--- src/inc/scip_defs.svh ---
// constants for the sensor capture input port
`ifndef SCIP_DEFS_SVH
`define SCIP_DEFS_SVH
`define SCIP_BUS_W 16
`define SCIP_CNT_W 16
`define SCIP_WORD_W 17
`define SCIP_FIFO_DEPTH 8
`define SCIP_MIN_WIDTH 4'h8
`define SCIP_CODE_PRE 8'hFF
`define SCIP_CODE_ZERO 8'h00
`define SCIP_XY_F_BIT 6
`define SCIP_XY_V_BIT 5
`define SCIP_XY_H_BIT 4
`define SCIP_CORE_PERIOD_NS 10
`define SCIP_PCLK_MARGIN_NS 1
`define SCIP_PCLK_MIN_PERIOD_NS (2 * `SCIP_CORE_PERIOD_NS + `SCIP_PCLK_MARGIN_NS)
`endif

--- src/inc/scip_pkg.sv ---
// types shared by the sensor capture input port
package scip_pkg;
`include "scip_defs.svh"
  typedef enum logic [1:0] {ESC_IDLE, ESC_FF, ESC_Z1, ESC_Z2} scip_esc_t;

  typedef struct packed {
    logic [2:0] pclk_sy;
    logic [1:0] vs_sy;
    logic [1:0] hs_sy;
    logic [1:0] fld_sy;
    logic [1:0] we_sy;
    logic [1:0][`SCIP_BUS_W-1:0] dat_sy;
    logic vs_prev;
    logic hs_prev;
    logic [`SCIP_CNT_W-1:0] pix_cnt;
    logic [`SCIP_CNT_W-1:0] line_cnt;
    logic fld_lat;
    scip_esc_t esc;
    logic v_prev;
    logic f_emb;
    logic act_line;
    logic push_valid;
    logic [`SCIP_WORD_W-1:0] push_word;
    logic drop;
    logic vs_out;
    logic hs_out;
    logic fld_out;
    logic vs_oe_n;
    logic hs_oe_n;
    logic fld_oe_n;
  } scip_state_t;
endpackage : scip_pkg
--- src/inc/scip_if.sv ---
// carriers between the port's own modules: pixel stream and sync timing
`include "scip_defs.svh"
interface scip_stream_if;
  logic valid;
  logic ready;
  logic [`SCIP_WORD_W-1:0] data;
  modport source(output valid, output data, input ready);
  modport sink(input valid, input data, output ready);
endinterface : scip_stream_if

interface scip_timing_if;
  logic tick;
  logic [`SCIP_CNT_W-1:0] pixels_per_line;
  logic [`SCIP_CNT_W-1:0] half_lines_per_frame;
  logic [`SCIP_CNT_W-1:0] hsync_pulse_width;
  logic [`SCIP_CNT_W-1:0] vsync_pulse_width;
  logic hs;
  logic vs;
  logic fld;
  logic line_start;
  logic frame_start;
  modport ctrl(output tick, output pixels_per_line, output half_lines_per_frame, output hsync_pulse_width,
    output vsync_pulse_width, input hs, input vs, input fld, input line_start, input frame_start);
  modport gen(input tick, input pixels_per_line, input half_lines_per_frame, input hsync_pulse_width,
    input vsync_pulse_width, output hs, output vs, output fld, output line_start, output frame_start);
endinterface : scip_timing_if

--- src/design/scip_fifo.sv ---
// pixel fifo with registered head word and flags
`include "scip_defs.svh"
module scip_fifo #(
  parameter int WIDTH = `SCIP_WORD_W,
  parameter int DEPTH = `SCIP_FIFO_DEPTH
) (
  input wire logic core_clk,
  input wire logic reset_n,
  input wire logic clk_en,
  scip_stream_if.sink in_s,
  output logic out_valid,
  input wire logic out_ready,
  output logic [WIDTH-1:0] out_data
);
  import scip_pkg::*;
  localparam int PW = $clog2(DEPTH);

  typedef struct packed {
    logic [DEPTH-1:0][WIDTH-1:0] mem;
    logic [PW-1:0] rd;
    logic [PW-1:0] wr;
    logic [PW:0] count;
    logic [WIDTH-1:0] head;
    logic valid;
    logic ready;
  } scip_fifo_state_t;

  scip_fifo_state_t s_ff;
  scip_fifo_state_t nxt_s;
  logic push;
  logic pop;

  always_comb begin
    nxt_s = s_ff;
    push = in_s.valid & s_ff.ready;
    pop = s_ff.valid & out_ready;
    if (push) begin
      nxt_s.mem[s_ff.wr] = in_s.data;
      nxt_s.wr = s_ff.wr + 1'b1;
    end
    if (pop) begin
      nxt_s.rd = s_ff.rd + 1'b1;
    end
    nxt_s.count = s_ff.count + (PW+1)'(push) - (PW+1)'(pop);
    // head is looked up from the next state so it lands together with valid
    nxt_s.head = nxt_s.mem[nxt_s.rd];
    nxt_s.valid = (nxt_s.count != '0);
    nxt_s.ready = (nxt_s.count != (PW+1)'(DEPTH));
  end

  always_ff @(posedge core_clk) begin
    if (!reset_n) begin
      s_ff <= '0;
      s_ff.ready <= 1'b1;
    end else if (clk_en) begin
      s_ff <= nxt_s;
    end
  end

  assign in_s.ready = s_ff.ready;
  assign out_valid = s_ff.valid;
  assign out_data = s_ff.head;
endmodule : scip_fifo

--- src/design/scip_syncgen.sv ---
// sync timing generator used when the port drives the sync pins
`include "scip_defs.svh"
module scip_syncgen (
  input wire logic core_clk,
  input wire logic reset_n,
  input wire logic clk_en,
  scip_timing_if.gen tim
);
  import scip_pkg::*;

  typedef struct packed {
    logic [`SCIP_CNT_W-1:0] pix;
    logic [`SCIP_CNT_W-1:0] hl;
    logic fld;
  } scip_gen_state_t;

  scip_gen_state_t s_ff;
  scip_gen_state_t nxt_s;
  logic [`SCIP_CNT_W:0] pix_inc;
  logic [`SCIP_CNT_W:0] hl_inc;
  logic wrap_pix;
  logic mid_pix;
  logic wrap_hl;

  always_comb begin
    nxt_s = s_ff;
    pix_inc = {1'b0, s_ff.pix} + 17'h00001;
    hl_inc = {1'b0, s_ff.hl} + 17'h00001;
    wrap_pix = (pix_inc >= {1'b0, tim.pixels_per_line});
    mid_pix = (pix_inc == {2'b00, tim.pixels_per_line[`SCIP_CNT_W-1:1]});
    wrap_hl = (hl_inc >= {1'b0, tim.half_lines_per_frame});
    if (tim.tick) begin
      nxt_s.pix = wrap_pix ? '0 : pix_inc[`SCIP_CNT_W-1:0];
      // frame length is counted in half lines so interlaced frames fit
      if (wrap_pix | mid_pix) begin
        nxt_s.hl = wrap_hl ? '0 : hl_inc[`SCIP_CNT_W-1:0];
        if (wrap_hl) begin
          nxt_s.fld = ~s_ff.fld;
        end
      end
    end
  end

  always_ff @(posedge core_clk) begin
    if (!reset_n) begin
      s_ff <= '0;
    end else if (clk_en) begin
      s_ff <= nxt_s;
    end
  end

  assign tim.line_start = tim.tick & (s_ff.pix == '0);
  assign tim.frame_start = tim.line_start & (s_ff.hl == '0);
  assign tim.hs = (s_ff.pix < tim.hsync_pulse_width);
  assign tim.vs = ({1'b0, s_ff.hl} < {tim.vsync_pulse_width, 1'b0});
  assign tim.fld = s_ff.fld;
endmodule : scip_syncgen

--- src/design/scip_top.sv ---
// sensor capture input port: pin sampling, sync handling, window and gate, pixel fifo
// Behaviour
// - field may be latched at vsync event
// - port drives field pin when output, only with field mode enabled and embedded sync off
// - field polarity inversion
// - write gate honoured only when enabled
// - gate AND or OR frame window
// - pixel latched on selected pixel clock edge
// - sync pair and field direction independent
// - programmed widths and lengths generate sync timing
// - pixel data aligned to least significant bits
// - embedded mode bus 8 or 10 bits
// - embedded mode timing from stream codes
// - embedded mode keeps data polarity inversion
// - raw bus width 8 to 16 bits
// - vsync and hsync polarity inversion
`include "scip_defs.svh"
module scip_top (
  input wire logic core_clk,
  input wire logic reset_n,
  input wire logic clk_en,
  input wire logic pixel_clock_pin,
  input wire logic [`SCIP_BUS_W-1:0] pixel_data_bus,
  input wire logic vsync_pin_in,
  output logic vsync_pin_out,
  output logic vsync_pin_oe_n,
  input wire logic hsync_pin_in,
  output logic hsync_pin_out,
  output logic hsync_pin_oe_n,
  input wire logic field_pin_in,
  output logic field_pin_out,
  output logic field_pin_oe_n,
  input wire logic write_gate_pin,
  input wire logic embedded_sync_enable,
  input wire logic video_bus_width,
  input wire logic [3:0] input_width,
  input wire logic data_polarity,
  input wire logic vsync_polarity,
  input wire logic hsync_polarity,
  input wire logic sync_pin_direction,
  input wire logic field_mode_enable,
  input wire logic field_pin_direction,
  input wire logic field_polarity,
  input wire logic field_latch_on_vsync,
  input wire logic write_gate_enable,
  input wire logic gate_combine_logic,
  input wire logic pixel_clock_edge_select,
  input wire logic [`SCIP_CNT_W-1:0] vsync_pulse_width,
  input wire logic [`SCIP_CNT_W-1:0] hsync_pulse_width,
  input wire logic [`SCIP_CNT_W-1:0] half_lines_per_frame,
  input wire logic [`SCIP_CNT_W-1:0] pixels_per_line,
  input wire logic [`SCIP_CNT_W-1:0] window_start_pixel,
  input wire logic [`SCIP_CNT_W-1:0] window_pixel_count,
  input wire logic [`SCIP_CNT_W-1:0] window_start_line,
  input wire logic [`SCIP_CNT_W-1:0] window_line_count,
  output logic pix_valid,
  input wire logic pix_ready,
  output logic [`SCIP_BUS_W-1:0] pix_data,
  output logic pix_field,
  output logic push_ready,
  output logic drop_pulse
);
  import scip_pkg::*;

  scip_state_t s_ff;
  scip_state_t nxt_s;
  scip_stream_if st ();
  scip_timing_if tim ();

  // combinational views of the registered state
  logic cap;
  logic hs_act;
  logic vs_act;
  logic fld_act;
  logic we_act;
  logic ls;
  logic fs;
  logic px_ok;
  logic in_win;
  logic gate_ok;
  logic field;
  logic [`SCIP_BUS_W-1:0] dpol;
  logic [`SCIP_BUS_W-1:0] raw_px;
  logic [`SCIP_BUS_W-1:0] emb_px;
  logic [`SCIP_BUS_W-1:0] pixel;
  logic [7:0] w8;
  logic [3:0] sh;
  logic [`SCIP_CNT_W-1:0] cur_pix;
  logic [`SCIP_CNT_W-1:0] cur_line;
  logic [`SCIP_CNT_W:0] pix_end;
  logic [`SCIP_CNT_W:0] line_end;
  logic [`SCIP_WORD_W-1:0] head_word;

  // the pixel clock is only sampled; the slow clock guarantee lets both levels be seen
  assign cap = pixel_clock_edge_select ? (s_ff.pclk_sy[2] & ~s_ff.pclk_sy[1])
                                       : (~s_ff.pclk_sy[2] & s_ff.pclk_sy[1]);

  // the generator only runs when the port sources sync in raw mode
  assign tim.tick = cap & sync_pin_direction & ~embedded_sync_enable;
  assign tim.pixels_per_line = pixels_per_line;
  assign tim.half_lines_per_frame = half_lines_per_frame;
  assign tim.hsync_pulse_width = hsync_pulse_width;
  assign tim.vsync_pulse_width = vsync_pulse_width;

  // counts advance on captures, so the hsync width is in pixel clocks and the vsync width in lines
  scip_syncgen u_syncgen (
    .core_clk(core_clk),
    .reset_n(reset_n),
    .clk_en(clk_en),
    .tim(tim)
  );

  always_comb begin
    // polarity is undone at the synchroniser output, later logic sees active levels
    hs_act = s_ff.hs_sy[1] ^ hsync_polarity;
    vs_act = s_ff.vs_sy[1] ^ vsync_polarity;
    fld_act = s_ff.fld_sy[1] ^ field_polarity;
    we_act = s_ff.we_sy[1];
    dpol = s_ff.dat_sy[1] ^ {`SCIP_BUS_W{data_polarity}};

    sh = (input_width >= `SCIP_MIN_WIDTH) ? 4'h0 : (`SCIP_MIN_WIDTH - input_width);
    // narrow sensors sit on the upper pins; shifting keeps the value in the low bits
    raw_px = dpol >> sh;
    // codes are matched on the top eight bits in both video widths
    w8 = video_bus_width ? dpol[9:2] : dpol[7:0];
    emb_px = video_bus_width ? {6'h00, dpol[9:0]} : {8'h00, dpol[7:0]};

    // defaults: no sync event and no pixel unless a capture says so
    ls = 1'b0;
    fs = 1'b0;
    px_ok = 1'b0;
    cur_pix = s_ff.pix_cnt;
    cur_line = s_ff.line_cnt;
    pixel = raw_px;
    field = 1'b0;

    nxt_s = s_ff;
    // two stages on every pin; the pixel clock has a third for its edge detector
    nxt_s.pclk_sy = {s_ff.pclk_sy[1:0], pixel_clock_pin};
    nxt_s.vs_sy = {s_ff.vs_sy[0], vsync_pin_in};
    nxt_s.hs_sy = {s_ff.hs_sy[0], hsync_pin_in};
    nxt_s.fld_sy = {s_ff.fld_sy[0], field_pin_in};
    nxt_s.we_sy = {s_ff.we_sy[0], write_gate_pin};
    nxt_s.dat_sy = {s_ff.dat_sy[0], pixel_data_bus};

    nxt_s.push_valid = 1'b0;
    // the sensor cannot be stalled, so a word the fifo refuses is lost and flagged
    nxt_s.drop = s_ff.push_valid & ~st.ready;

    if (embedded_sync_enable) begin
      pixel = emb_px;
      field = s_ff.f_emb & field_mode_enable;
      // a code is FF 00 00 XY, walked one capture at a time
      if (cap) begin
        unique case (s_ff.esc)
          ESC_IDLE: begin
            if (w8 == `SCIP_CODE_PRE) begin
              nxt_s.esc = ESC_FF;
            end else if (s_ff.act_line) begin
              px_ok = 1'b1;
              nxt_s.pix_cnt = s_ff.pix_cnt + 16'h0001;
            end
          end
          ESC_FF: begin
            if (w8 == `SCIP_CODE_ZERO) begin
              nxt_s.esc = ESC_Z1;
            end else if (w8 != `SCIP_CODE_PRE) begin
              nxt_s.esc = ESC_IDLE;
            end
          end
          ESC_Z1: begin
            nxt_s.esc = (w8 == `SCIP_CODE_ZERO) ? ESC_Z2 : ESC_IDLE;
          end
          ESC_Z2: begin
            nxt_s.esc = ESC_IDLE;
            // XY word: field, vertical blanking and end-of-line flags
            nxt_s.f_emb = w8[`SCIP_XY_F_BIT];
            nxt_s.v_prev = w8[`SCIP_XY_V_BIT];
            if (w8[`SCIP_XY_H_BIT]) begin
              nxt_s.act_line = 1'b0;
              if (s_ff.act_line) begin
                nxt_s.line_cnt = s_ff.line_cnt + 16'h0001;
              end
            end else begin
              nxt_s.act_line = ~w8[`SCIP_XY_V_BIT];
              nxt_s.pix_cnt = '0;
            end
            if (s_ff.v_prev & ~w8[`SCIP_XY_V_BIT]) begin
              nxt_s.line_cnt = '0;
            end
          end
        endcase
      end
    end else begin
      // a sync leading edge only counts when seen at a capture
      ls = sync_pin_direction ? tim.line_start : (hs_act & ~s_ff.hs_prev);
      fs = sync_pin_direction ? tim.frame_start : (vs_act & ~s_ff.vs_prev);
      // field source: own generator, frame-start latch or the live pin
      if (field_pin_direction) begin
        field = tim.fld;
      end else if (field_latch_on_vsync) begin
        field = (cap & fs) ? fld_act : s_ff.fld_lat;
      end else begin
        field = fld_act;
      end
      field = field & field_mode_enable;

      // the capture that shows the sync edge is index 0 of its line
      if (cap) begin
        px_ok = 1'b1;
        nxt_s.hs_prev = hs_act;
        nxt_s.vs_prev = vs_act;
        cur_pix = ls ? '0 : s_ff.pix_cnt;
        if (fs) begin
          cur_line = '0;
          nxt_s.fld_lat = fld_act;
        end else if (ls) begin
          cur_line = s_ff.line_cnt + 16'h0001;
        end
        nxt_s.pix_cnt = cur_pix + 16'h0001;
        nxt_s.line_cnt = cur_line;
      end
    end

    // end points carry a spare bit so a window at the top cannot wrap
    pix_end = {1'b0, window_start_pixel} + {1'b0, window_pixel_count};
    line_end = {1'b0, window_start_line} + {1'b0, window_line_count};
    in_win = (cur_pix >= window_start_pixel) && ({1'b0, cur_pix} < pix_end) &&
             (cur_line >= window_start_line) && ({1'b0, cur_line} < line_end);

    // with the gate disabled its pin is still synchronised but ignored
    if (!write_gate_enable) begin
      gate_ok = in_win;
    end else if (gate_combine_logic) begin
      gate_ok = we_act | in_win;
    end else begin
      gate_ok = we_act & in_win;
    end

    if (cap & px_ok & gate_ok) begin
      nxt_s.push_valid = 1'b1;
      nxt_s.push_word = {field, pixel};
    end

    // sync and field pins are released in embedded mode, the stream carries timing
    nxt_s.vs_oe_n = ~(sync_pin_direction & ~embedded_sync_enable);
    nxt_s.hs_oe_n = ~(sync_pin_direction & ~embedded_sync_enable);
    nxt_s.fld_oe_n = ~(field_mode_enable & field_pin_direction & ~embedded_sync_enable);
    nxt_s.vs_out = tim.vs ^ vsync_polarity;
    nxt_s.hs_out = tim.hs ^ hsync_polarity;
    nxt_s.fld_out = tim.fld ^ field_polarity;
  end

  always_ff @(posedge core_clk) begin
    if (!reset_n) begin
      // pins released and the push register empty while in reset
      s_ff <= '0;
      s_ff.esc <= ESC_IDLE;
      s_ff.vs_oe_n <= 1'b1;
      s_ff.hs_oe_n <= 1'b1;
      s_ff.fld_oe_n <= 1'b1;
    end else if (clk_en) begin
      s_ff <= nxt_s;
    end
  end

  // the push register feeds the fifo; a refused word shows as a drop
  assign st.valid = s_ff.push_valid;
  assign st.data = s_ff.push_word;

  // eight words absorb consumer stalls; beyond that pixels are lost
  scip_fifo #(
    .WIDTH(`SCIP_WORD_W),
    .DEPTH(`SCIP_FIFO_DEPTH)
  ) u_fifo (
    .core_clk(core_clk),
    .reset_n(reset_n),
    .clk_en(clk_en),
    .in_s(st),
    .out_valid(pix_valid),
    .out_ready(pix_ready),
    .out_data(head_word)
  );

  // every pin and status output is a register bit
  assign pix_field = head_word[`SCIP_WORD_W-1];
  assign pix_data = head_word[`SCIP_BUS_W-1:0];
  assign push_ready = st.ready;
  assign drop_pulse = s_ff.drop;
  assign vsync_pin_out = s_ff.vs_out;
  assign vsync_pin_oe_n = s_ff.vs_oe_n;
  assign hsync_pin_out = s_ff.hs_out;
  assign hsync_pin_oe_n = s_ff.hs_oe_n;
  assign field_pin_out = s_ff.fld_out;
  assign field_pin_oe_n = s_ff.fld_oe_n;
endmodule : scip_top

--- config.mk ---
export PLATFORM = sky130hd
export DESIGN_NAME = scip_top
export DESIGN_NICKNAME = d
export VERILOG_FILES = /design/src/inc/scip_pkg.sv /design/src/inc/scip_if.sv /design/src/design/scip_fifo.sv /design/src/design/scip_syncgen.sv /design/src/design/scip_top.sv
export VERILOG_INCLUDE_DIRS = /design/src /design/src/inc
export SDC_FILE = /design/constraint.sdc
export NUM_CORES = 1
export LEC_CHECK = 0
export BUFFER_PORTS_ARGS = -buffer_cell sky130_fd_sc_hd__buf_4
export CAP_MARGIN = 40
export CORE_ASPECT_RATIO = 1.5
export CORE_MARGIN = 5
export CORE_UTILIZATION = 50
export DETAILED_ROUTE_END_ITERATION = 7
export GPL_TIMING_DRIVEN = 1
export PLACE_DENSITY = 0.69
export SYNTH_ARGS = -nofsm -noshare
export SYNTH_HDL_FRONTEND = slang
export SYNTH_SLANG_ARGS = --single-unit
--- constraint.sdc ---
create_clock -name core_clk -period 5.1 [get_ports core_clk]
set_input_delay 0.51 -clock core_clk [delete_from_list [all_inputs] [get_ports core_clk]]
set_output_delay 0.51 -clock core_clk [all_outputs]
set_load 0.005 [all_outputs]
Word-level counts from Yosys, hierarchy flattened. Index checks and enable logic that the tools add are counted.

Word-level logic and storage cells: 197. Register bits after elaboration: 305. Output and inout bits: 26. Input bits: 170.

Bitwise operators: 40. Order comparisons: 12. Equality and inequality tests: 16. Mux-type cells: 55. Add/sub/neg operators: 12. Shifts and indexed selects: 1. Reductions and logical operators: 20.

Operators by type and width (count): 16-bit two-way mux (17); 136-bit bitwise mux (1); 136-bit two-way mux (1); 32-bit two-way mux (2); 17-bit binary-select mux with 3-bit select (1); 17-bit demux with 3-bit select (1); 16-bit by 17-bit less-than comparator with 1-bit output (3); 16-bit by 1-bit adder with 16-bit output (second input constant) (3); 16-bit by 1-bit adder with 17-bit output (second input constant) (2); 16-bit by 16-bit adder with 17-bit output (2); 17-bit by 16-bit >= comparator with 1-bit output (2); 17-bit two-way mux (2); 33-bit two-way mux (1); 16-bit >= comparator (2); 16-bit zero test (2); 16-bit one-hot mux with 2 select lines (1); 1-bit AND (21); 1-bit two-way mux (18); 18-bit two-way mux (1); 17-bit by 15-bit == test with 1-bit output (1); 16-bit less-than comparator (1); 16-bit by 4-bit >> shifter with 16-bit output (1); 16-bit XOR (1); 3-bit inequality test (second input constant) (4); other kinds (33) (65).

Depth between registers and ports, before layout. Gate-level depths: netlist of the first run.

Depth in word-level cells: 19. Mapped depth: 20. Depth with buffers taken out: 18.

Cells and area by module. A second synthesis of the first run with hierarchy kept.

Cell total of the unflattened synthesis: 2822. Area total of the unflattened synthesis: 22059.9 um^2.

Modules (own cells, without submodules): scip_top (area each 9257.6 um^2, cells an instance 1161, sequential area each 2142.1 um^2, instances 1); scip_fifo (area each 8740.9 um^2, cells an instance 1113, sequential area each 3303.2 um^2, instances 1); scip_syncgen (area each 4061.4 um^2, cells an instance 548, sequential area each 660.6 um^2, instances 1).

Worst setup path before layout of the first run. Ideal clock, no wire load.

Path kind: input port to flip-flop. Start point: in pixel_clock_edge_select. End point: reg s_ff, in the netlist st.data[12]. Slack: 712 ps. Data required time: 5028 ps. Buffers on the path: 3. Setup time: 72 ps. Stages: 19. Data arrival time: 4317 ps. Path through: nor3b_2 o211ai_1 nor2_1 nand2_1 a211oi_1 clkbuf_1 nand2_1 o21ai_0 ha_1 and4_1 a221o_1 a31oi_1 o21ai_0 o311ai_0 nor3_1 o211ai_1 buf_4 buf_6 mux2i_1.

Cells in the longest elaborated chain, start to end: 17. Elaborated cells between the ends (all ways): 31. Those cells by class: order compare: 4; mux: 15; bitwise: 8; reduce/logical: 4.

RTL lines: from (decl) (line scip_top.sv:47) `input wire logic pixel_clock_edge_select,`; 1-bit two-way mux * (line scip_top.sv:95) `assign cap = pixel_clock_edge_select ? (s_ff.pclk_sy[2] & ~s_ff.pclk_sy[1])`; 1-bit AND (2 in a row) (line scip_top.sv:99) `assign tim.tick = cap & sync_pin_direction & ~embedded_sync_enable;`; 1-bit AND (line scip_syncgen.sv:52) `assign tim.line_start = tim.tick & (s_ff.pix == '0);`; 1-bit two-way mux / 1-bit AND (equally long branches) (line scip_top.sv:196, scip_syncgen.sv:53); 16-bit two-way mux, or another cell as far along (line scip_top.sv:217) `end else if (ls) begin`; 16-bit two-way mux, on equally long branches (line scip_top.sv:214, scip_top.sv:209); 16-bit two-way mux, on equally long branches (line scip_top.sv:209, scip_top.sv:150); 16-bit two-way mux, or another cell as far along (line scip_top.sv:150) `if (embedded_sync_enable) begin`; 16-bit >= comparator / 1-bit logical AND (equally long branches) (line scip_top.sv:229, scip_top.sv:228); 1-bit logical AND (line scip_top.sv:228) `in_win = (cur_pix >= window_start_pixel) && ({1'b0, cur_pix} < pix_end) &&`; 1-bit logical AND (line scip_top.sv:229) `(cur_line >= window_start_line) && ({1'b0, cur_line} < line_end);`; 1-bit AND / 1-bit bitwise OR (equally long branches) (line scip_top.sv:237, scip_top.sv:235); 1-bit two-way mux (line scip_top.sv:234) `end else if (gate_combine_logic) begin`; 1-bit two-way mux (line scip_top.sv:232) `if (!write_gate_enable) begin`; 1-bit AND * (line scip_top.sv:240) `if (cap & px_ok & gate_ok) begin`; 2-bit AND reduction (no line) *; to (signal assigned) (line scip_top.sv:263) `s_ff <= nxt_s;`; to (decl) (line scip_top.sv:65) `scip_state_t s_ff;`.

Mark *: on every way between the ends. The rest lies on a longest branch, timed or not. A chain may end at the register's enable or synchronous reset.

Worst setup path after layout of the first run.
Start point: reg u_syncgen.s_ff[17] (netlist bit). End point: reg u_syncgen.s_ff[1] (netlist bit).

Cells in the longest elaborated chain, start to end: 4. Elaborated cells between the ends (all ways): 5. Those cells by class: add/sub: 1; order compare: 1; eq/ne: 1; bitwise: 1; reduce/logical: 1.

RTL lines: from (decl) (line scip_syncgen.sv:17) `scip_gen_state_t s_ff;`; from (signal assigned) (line scip_syncgen.sv:48) `s_ff <= nxt_s;`; 16-bit by 1-bit adder with 17-bit output * (line scip_syncgen.sv:27) `pix_inc = {1'b0, s_ff.pix} + 17'h00001;`; 17-bit by 16-bit >= comparator with 1-bit output / 17-bit by 15-bit == test with 1-bit output (equally long branches) (line scip_syncgen.sv:29, scip_syncgen.sv:30); 1-bit bitwise OR * (line scip_syncgen.sv:35) `if (wrap_pix | mid_pix) begin`; 3-bit AND reduction (no line) *.

Marked as above.

==> results of run 1 <==
[where the power goes]
part | total [mW] | internal (mW) | switching, mW
Sequential | 2.46 | 2.42 | 0.0397
Combinational | 0.996 | 0.418 | 0.578
Clock | 2.47 | 1.45 | 1.02
Total | 5.93 | 4.29 | 1.64
[through the flow]
| stage | utilization (%) | setup slack [ns] |
|---|---|---|
| 3_3_place_gp | 54.3 | 0.354 |
| 5_1_grt | 57.3 | -0.0129 |
| 2_1_floorplan | - | 0.712 |
| 6_report | 57.3 | 0.299 |
| 4_1_cts | 57.2 | 0.0809 |
| 3_5_place_dp | 54.6 | 0.140 |
[state kept, by name, summed over array words and instances, names as in the netlist]
signal / count
field_pin_out: 1
drop_pulse: 1
st.data: 17
hsync_pin_oe_n: 1
u_fifo.out_data: 17
u_fifo.in_s.ready: 1
field_pin_oe_n: 1
s_ff: 61
st.valid: 1
u_syncgen.s_ff: 32
u_syncgen.tim.fld: 1
vsync_pin_out: 1
u_fifo.s_ff: 146
u_fifo.out_valid: 1
hsync_pin_out: 1
nxt_s: 22
[cell type report]
cell class,instances,area (um2)
Fill cell,4012,17900
Multi-Input combinational cell,2103,13700
Sequential cell,305,6110
Timing Repair Buffer,242,1890
Clock buffer,46,936
Tap cell,564,706
Inverter,129,492
Clock inverter,11,165
Antenna cell,1,2.50
[routing by layer]
layer	part of all wire, %	track usage (%)	up-vias
li1	-	-	9874
met1	38	30.3	9664
met2	52	50.6	670
met3	4.9	3.47	197
met4	5.3	13.0	0
met5	0	0	-
[layout by cell type (no fill, tap or decap), drive strengths merged, types with 7 or more instances in the layout]
cell / count
a211oi: 20
a21o: 39
a21oi: 258
a221oi: 7
a22oi: 27
a31oi: 8
a32oi: 17
and2: 21
and3: 34
and4: 7
buf: 242
clkbuf: 46
dfxtp: 305
ha: 167
inv: 132
mux2i: 147
mux4: 7
nand2: 290
nand2b: 19
nand3: 165
nand4: 22
nor2: 253
nor2b: 26
nor3: 39
nor3b: 10
nor4: 18
o211ai: 15
o21a: 12
o21ai: 168
o22ai: 68
o31ai: 10
or2: 8
or3: 26
xnor2: 62
xor2: 45
[logic make-up (layout without fill, tap and decap cells)]
family / after synthesis / in the layout
buffers and inverters: 319 / 428
AND/OR/NAND/NOR: 966 / 966
XOR/XNOR: 113 / 113
adder cells (fa/ha/maj): 170 / 170
flip-flops: 305 / 305
AO/OA/AOI/OAI: 697 / 697
multiplexers: 157 / 157
other: 0 / 1
[worst min-delay path: stages]
cell and delay, ns:
buf_4 0.07, mux2i_1 0.05, nor2_1 0.08
[how the worst max path moves through the flow]
stage | from | depth (start not counted) | to | slack [ns]
6_report | u_syncgen.s_ff[17]$_SDFFE_PN0P_ | 12 | u_syncgen.s_ff[1]$_SDFFE_PN0P_ | 0.30
5_1_grt | s_ff[31]$_SDFFE_PN0P_ | 16 | st.data[11]$_SDFFE_PN0P_ | -0.01
4_1_cts | s_ff[31]$_SDFFE_PN0P_ | 18 | st.data[3]$_SDFFE_PN0P_ | 0.08
3_5_place_dp | s_ff[31]$_SDFFE_PN0P_ | 18 | st.data[3]$_SDFFE_PN0P_ | 0.14
3_3_place_gp | sync_pin_direction | 17 | st.data[1]$_SDFFE_PN0P_ | 0.35
2_1_floorplan | pixel_clock_edge_select | 19 | st.data[12]$_SDFFE_PN0P_ | 0.71
==> out/summary.md, run 1 <==
## Finish
* **final-stage net count** 3,155
* **fraction of layout cells with a size suffix above 1** 11.9%
* **finished layout cell area** 24,000 um2
* **Post-Layout Cell Count** 3,401
* **layout overhead on the synthesized area** 14.0%

## Yosys
* **number of warnings issued by yosys** 0
* **area share of the leading cell type in the synthesized netlist** 29.0%
* **most numerous cell in the Yosys netlist** dfxtp_1
* **main flop type after synthesis** dfxtp_1
* **number of enable-type register cells in the synthesized netlist** 0
* **biggest area contributors in the synthesized netlist** dfxtp_1 (29%), ha_1 (9.9%), mux2i_1 (7.0%)
* **Synth async-reset ratio** 0%
* **xor and xnor area share after synthesis** 5.09%
* **main combinational cell family by area after synthesis** simple AND/OR/NAND/NOR gates
* **nets in the synthesized netlist** 3,067
* **cell taking the most area after synthesis** dfxtp_1
* **number of distinct library cells after synthesis** 87
* **synthesized flop and latch total** 305
* **per-instance average area after synthesis** 7.73 um2
* **Post-Synthesis Cells** 2,727
* **adder-cell share of the synthesized area** 10.2%
* **proportion of synthesized chip area in sequential cells** 29.0%
* **post-synthesis simple-gate area fraction** 21.8%
* **multiplexer share of the synthesized area** 7.89%
* **Synth Area in Compound Gates** 19.9%
* **top cells by instance count after synthesis** dfxtp_1 (305), nand2_1 (289), a21oi_1 (258)
* **cell area after technology mapping** 21,100 um2

## Power and ir drop
* **Static Leak** 10.7 nW
* **power per cell area** 247 nW/um2
* **largest voltage drop on the vdd net** 0.246 mV
* **Total Power** 5.93 mW

## Job
* **number of max-cap violations** 0

## Clock network
* **post-CTS setup-driven buffer insertion count** 0
* **clock tree from TritonCTS** yes
* **count of hold buffers inserted by post-cts repair** 0
* **number of gates resized after cts** 0
* **clock transition at the registers of the reported paths** 0.06 ns
* **number of sinks handled by clock tree synthesis** 305
* **insertion delay of the later-clocked pin in the worst-skew pair** 0.53 ns
* **root buffer cell** clkbuf_16
* **number of buffers added by the clock tree synthesis step** 34
* **deepest level of the CTS H-tree** 2
* **maximum buffer depth of the clock tree** 3

## Critical path
* **CP max stage cell** o31ai_2
* **setup slack of the worst register-to-register path** 0.30 ns
* **type of element capturing the critical path** flop
* **sort of element at the start of the critical path** flop
* **CP Buf/Inv Count** 0
* **CP Data Arrival Time** 5.23 ns
* **Reg2Reg Launch Point** u_syncgen.s_ff[17]$_SDFFE_PN0P_
* **Required @ worst endpoint** 5.53 ns
* **Largest delay share family, worst path** compound AO/OA/AOI/OAI gates
* **worst r2r dst** u_syncgen.s_ff[1]$_SDFFE_PN0P_
* **CP Class** reg2reg
* **peak fanout along the critical path** 11
* **sequence of cells on the critical path** ha_1 > nand4_1 > nor4_2 > xor2_1 > ha_1 > nand4_1 > o2111ai_1 > o21ai_0 > o31ai_2 > a22o_2 > nand2_1 > o31ai_1
* **depth of the worst register-to-register path** 12
* **Slowest Stage Delay on Critical Path** 0.70 ns

## Routing
* **initial detailed-routing violation count** 1,519
* **routed length per placed instance** 19.3 um
* **average vias per placed instance** 6.00
* **number of remaining DRC errors** 5
* **wire length reported by the detailed router** 65,600 um
* **count of nets left with antenna violations after detail routing** 0
* **count of vias placed by the detailed router** 20,400
* **first-pass iteration count of the detailed router** 8

## Timing
* **headroom to the max-slew limit** 34.9%
* **slew at the pin closest to its max-slew limit** 0.973 ns
* **time the final worst path needs with I/O delays and setup** 4.80 ns
* **setup TNS after final layout** 0 ns
* **Peak Freq** 208 MHz
* **final count of pins violating max slew** 0
* **final setup fails** 0
* **worst hold slack** 0.222 ns
* **final hold violation count** 0
* **period utilisation layout** 94.1%
* **final setup skew** 0.0139 ns

## Run status
* **violated checks** DRC
* **outcome** finished, violations left

## Die
* **Die ar.** 46,400 um2
* **vertical die dimension** 261 um
* **core region area** 41,900 um2
* **Cell Rows** 92
* **Die Wd** 178 um
* **effective utilization at floorplan** 50.3%
* **number of primary I/O pins** 196

## Global route
* **via count of the first global-routing pass** 19,900
* **pin count of the biggest net entering global routing** 118
* **GRT Resource Usage Total** 27.2%
* **sum of overflow across all layers after global routing** 0
* **first-pass GRT wire length** 103,000 um
* **number of antenna violations at the first check in global routing** 1

## Place
* **placed inst area** 22,900 um2
* **weighted congestion at the end of routability-driven global placement** 0.964
* **DP HPWL** 48,600 um
* **number of I/O port buffers** 195
* **Placed Instances** 3,343

## Hold path
* **Hold Path Sink** nxt_s[96]$_SDFFE_PN0P_
* **kind of path behind the tightest hold check** in2reg
* **hold path startpoint** pixel_data_bus[15]
* **Hold Crit Depth** 3

Note: power is estimated with default switching activity, not from simulation.
==> run 2: changes to the inputs <==
--- a/config.mk
+++ b/config.mk
@@ -6,6 +6,7 @@
 export SDC_FILE = /design/constraint.sdc
 export NUM_CORES = 1
 export LEC_CHECK = 0
+export ABC_AREA = 1
 export BUFFER_PORTS_ARGS = -buffer_cell sky130_fd_sc_hd__buf_4
 export CAP_MARGIN = 40
 export CORE_ASPECT_RATIO = 1.5
@@ -14,6 +15,7 @@
 export DETAILED_ROUTE_END_ITERATION = 7
 export GPL_TIMING_DRIVEN = 1
 export PLACE_DENSITY = 0.69
+export SLEW_MARGIN = 5
 export SYNTH_ARGS = -nofsm -noshare
 export SYNTH_HDL_FRONTEND = slang
 export SYNTH_SLANG_ARGS = --single-unit
==> out/summary.md, run 2 <==
## Critical path
* **Required @ worst endpoint** 5.56 ns, +0.03 ns
* **Largest delay share family, worst path** simple AND/OR/NAND/NOR gates
* **type of element capturing the critical path** flop
* **Slowest Stage Delay on Critical Path** 0.43 ns, -0.27 ns
* **Worst setup endpoint** st.data[1]$_SDFFE_PN0P_
* **setup slack of the worst register-to-register path** 0.67 ns, +0.37 ns
* **WP depth** 26, +14
* **depth of the worst register-to-register path** 26, +14
* **Reg2Reg Launch Point** u_syncgen.s_ff[17]$_SDFFE_PN0P_
* **worst r2r dst** st.data[1]$_SDFFE_PN0P_
* **CP Data Arrival Time** 4.88 ns, -0.35 ns
* **critical path launch point** u_syncgen.s_ff[17]$_SDFFE_PN0P_
* **CP Class** reg2reg
* **CP max stage cell** dfxtp_1
* **peak fanout along the critical path** 35, +24
* **most common cell type on the critical path** nand2_1
* **sort of element at the start of the critical path** flop
* **CP Buf/Inv Count** 3, +3

## Yosys
* **nets in the synthesized netlist** 3,767, +23%
* **Post-Synthesis Cells** 3,427, +26%
* **proportion of synthesized chip area in sequential cells** 27.8%, -1.2 points
* **biggest area contributors in the synthesized netlist** dfxtp_1 (28%), nand2_1 (10%), ha_1 (9.5%)
* **per-instance average area after synthesis** 6.40 um2, -17%
* **cell area after technology mapping** 21,900 um2, +4.2%
* **synthesized flop and latch total** 305, unchanged
* **top cells by instance count after synthesis** nand2_1 (599), inv_1 (502), nor2_1 (498)
* **number of enable-type register cells in the synthesized netlist** 0, unchanged
* **area share of the leading cell type in the synthesized netlist** 27.8%, -1.2 points
* **number of distinct library cells after synthesis** 61, -30%
* **number of warnings issued by yosys** 0, unchanged
* **main flop type after synthesis** dfxtp_1
* **Synth async-reset ratio** 0%, unchanged
* **cell taking the most area after synthesis** dfxtp_1
* **most numerous cell in the Yosys netlist** nand2_1

## Timing
* **final setup fails** 0, unchanged
* **final hold violation count** 0, unchanged
* **final setup skew** 0.0153 ns, +0.00143 ns
* **time the final worst path needs with I/O delays and setup** 4.43 ns, -0.375 ns
* **headroom to the max-slew limit** 37.8%, +2.9 points
* **slew at the pin closest to its max-slew limit** 0.934 ns, -0.0393 ns
* **period utilisation layout** 86.8%, -7.3 points
* **unrepaired setup endpoints after global routing** no
* **setup TNS after final layout** 0 ns, unchanged
* **worst hold slack** 0.176 ns, -0.0463 ns
* **Peak Freq** 226 MHz, +8.5%
* **final count of pins violating max slew** 0, unchanged

## Routing
* **number of remaining DRC errors** 0, -5
* **count of vias placed by the detailed router** 22,300, +9.2%
* **wire length reported by the detailed router** 63,500 um, -3.1%
* **average vias per placed instance** 5.43, -9.5%
* **initial detailed-routing violation count** 1,440, -5.2%
* **first-pass iteration count of the detailed router** 5, -3
* **routed length per placed instance** 15.5 um, -20%
* **count of nets left with antenna violations after detail routing** 0, unchanged

## Clock network
* **root buffer cell** clkbuf_16
* **insertion delay of the later-clocked pin in the worst-skew pair** 0.57 ns, +0.04 ns
* **number of sinks handled by clock tree synthesis** 305, unchanged
* **post-CTS setup-driven buffer insertion count** 0, unchanged
* **maximum buffer depth of the clock tree** 3, unchanged
* **clock tree from TritonCTS** yes
* **deepest level of the CTS H-tree** 1, -1
* **clock transition at the registers of the reported paths** 0.06 ns, about the same
* **number of buffers added by the clock tree synthesis step** 31, -8.8%

## Run status
* **outcome** finished clean

## Finish
* **flip-flop count of the largest register, all copies and words added** 146, unchanged
* **layout overhead on the synthesized area** 12.6%
* **leading cell type in the layout, fill and taps excluded** nand2_1
* **fill cell total of the finished layout** 4,257, +6.1%
* **commonest cells after routing, fill and taps aside** nand2_1 (599), inv_1 (501), nor2_1 (497), o21ai_0 (405), dfxtp_1 (305)
* **Register Area** 6110 um2, unchanged
* **final-stage net count** 3,846, +22%
* **fraction of layout cells with a size suffix above 1** 9.04%, -2.9 points
* **biggest registers after layout** u_fifo.s_ff x146, s_ff x61, u_syncgen.s_ff x32
* **register bank with the most flops** u_fifo.s_ff
* **multi-input gate area in the final layout** 13,200 um2, -4.1%

## Global route
* **first-pass GRT wire length** 104,000 um, +0.69%
* **sum of overflow across all layers after global routing** 0, unchanged
* **pin count of the biggest net entering global routing** 97, -18%
* **number of antenna violations at the first check in global routing** 1, unchanged
* **GRT Resource Usage Total** 25.2%, -2.0 points
* **via count of the first global-routing pass** 21,700, +9.3%

## Die
* **effective utilization at floorplan** 50.3%, about the same
* **Cell Rows** 94, +2.2%
* **core region area** 43,600 um2, +4.1%
* **Die ar.** 48,300 um2, +4.0%
* **vertical die dimension** 267 um, +2.0%
* **Die Wd** 181 um, +1.9%
* **number of primary I/O pins** 196, unchanged

## Power and ir drop
* **power per cell area** 253 nW/um2, +2.7%
* **Static Leak** 12.4 nW, +16%
* **largest voltage drop on the vdd net** 0.303 mV, +23%

## Place
* **DP HPWL** 45,100 um, -7.3%
* **weighted congestion at the end of routability-driven global placement** 0.914, -5.1%
* **number of I/O port buffers** 195, unchanged

## Job
* **number of max-cap violations** 0, unchanged

## Hold path
* **kind of path behind the tightest hold check** in2reg

run 2: changes by cell type after synthesis, moves of 25 or more:
cell / previous run / this run
xnor2_1: 62 / 26
mux2i_1: 147 / 4
a21o_1: 39 / 3
nand2_1: 289 / 599
and3_1: 34 / 4
o22ai_1: 68 / 15
nor2_1: 253 / 498
o21ai_0: 163 / 405
a22oi_1: 26 / 1
inv_1: 127 / 502
or3_1: 26 / 0
nor2b_1: 26 / 0
nand3_1: 164 / 117
o211ai_1: 15 / 89
run 2: area by class of cell:
cell class                      instances  share of cell area (%)
Clock inverter                         11                   0.436
Antenna cell                            1                  0.0101
Timing Repair Buffer                  225                    7.12
Multi-Input combinational cell       2431                    53.3
Inverter                              512                    7.81
Clock buffer                           44                    3.70
Sequential cell                       305                    24.7
Tap cell                              576                    2.92
run 2: timing repair:
action,4_1_cts,5_1_grt
resized for setup,0,1
endpoints found under the setup margin,0,18
hold buffers,0,0
run 2: per-stage QoR:
stage	utilization (%)	cells	total power, mW	setup WS (ns)	area [um2]
after floorplan	-	3427	3.57	1.49	21900
after global placement	54.0	4044	3.94	0.667	23600
after detailed placement	54.3	4049	3.99	0.547	23700
after CTS	56.6	4104	6.31	0.497	24700
after global routing	56.6	4104	6.62	0.0775	24700
final	56.6	4105	6.26	0.674	24700
run 2: cells by family after synthesis:
family	after synthesis	share of synthesized area (%)
and+or+nand+nor	1315	24.3
buffers and inverters	691	12.3
adders and majority gates	170	9.80
AOI/OAI and AO/OA	848	21.7
xor gates and xnor gates	92	3.74
muxes	6	0.285
DFF	305	27.8
run 2: worst register-to-register path, delay by kind of cell, from the launching register on:
family / cells / cell delay [ns]
adder cells (fa/ha/maj): 2 / 0.50
AND/OR/NAND/NOR: 15 / 1.91
AO/OA/AOI/OAI: 6 / 0.91
flip-flops: 1 / 0.43
buffers and inverters: 3 / 0.57
run 2: worst min path at each step:
| stage | from | to | slack [ns] | cells past startpoint |
|---|---|---|---|---|
| after floorplan | s_ff[30]$_SDFFE_PN0P_ | s_ff[30]$_SDFFE_PN0P_ | 0.43 | 2 |
| after global placement | s_ff[30]$_SDFFE_PN0P_ | s_ff[30]$_SDFFE_PN0P_ | 0.45 | 2 |
| after detailed placement | s_ff[30]$_SDFFE_PN0P_ | s_ff[30]$_SDFFE_PN0P_ | 0.45 | 2 |
| after CTS | pixel_data_bus[15] | nxt_s[96]$_SDFFE_PN0P_ | 0.15 | 3 |
| after global routing | pixel_data_bus[0] | nxt_s[81]$_SDFFE_PN0P_ | 0.17 | 3 |
| final | pixel_data_bus[15] | nxt_s[96]$_SDFFE_PN0P_ | 0.18 | 3 |
run 2: metal layers:
layer	up-vias	global-route usage, %	part of all wire (%)
met2	643	47.5	51
met5	-	0	0.020
met3	152	3.00	4.9
li1	11300	-	-
met1	10200	29.1	40
met4	2	9.72	3.7
run 2: power breakdown:
part | internal, mW | leakage, nW | total, mW | switching (mW)
logic | 0.531 | 9.38 | 1.37 | 0.834
registers | 2.51 | 2.50 | 2.58 | 0.0738
clock network | 1.34 | 0.511 | 2.31 | 0.977
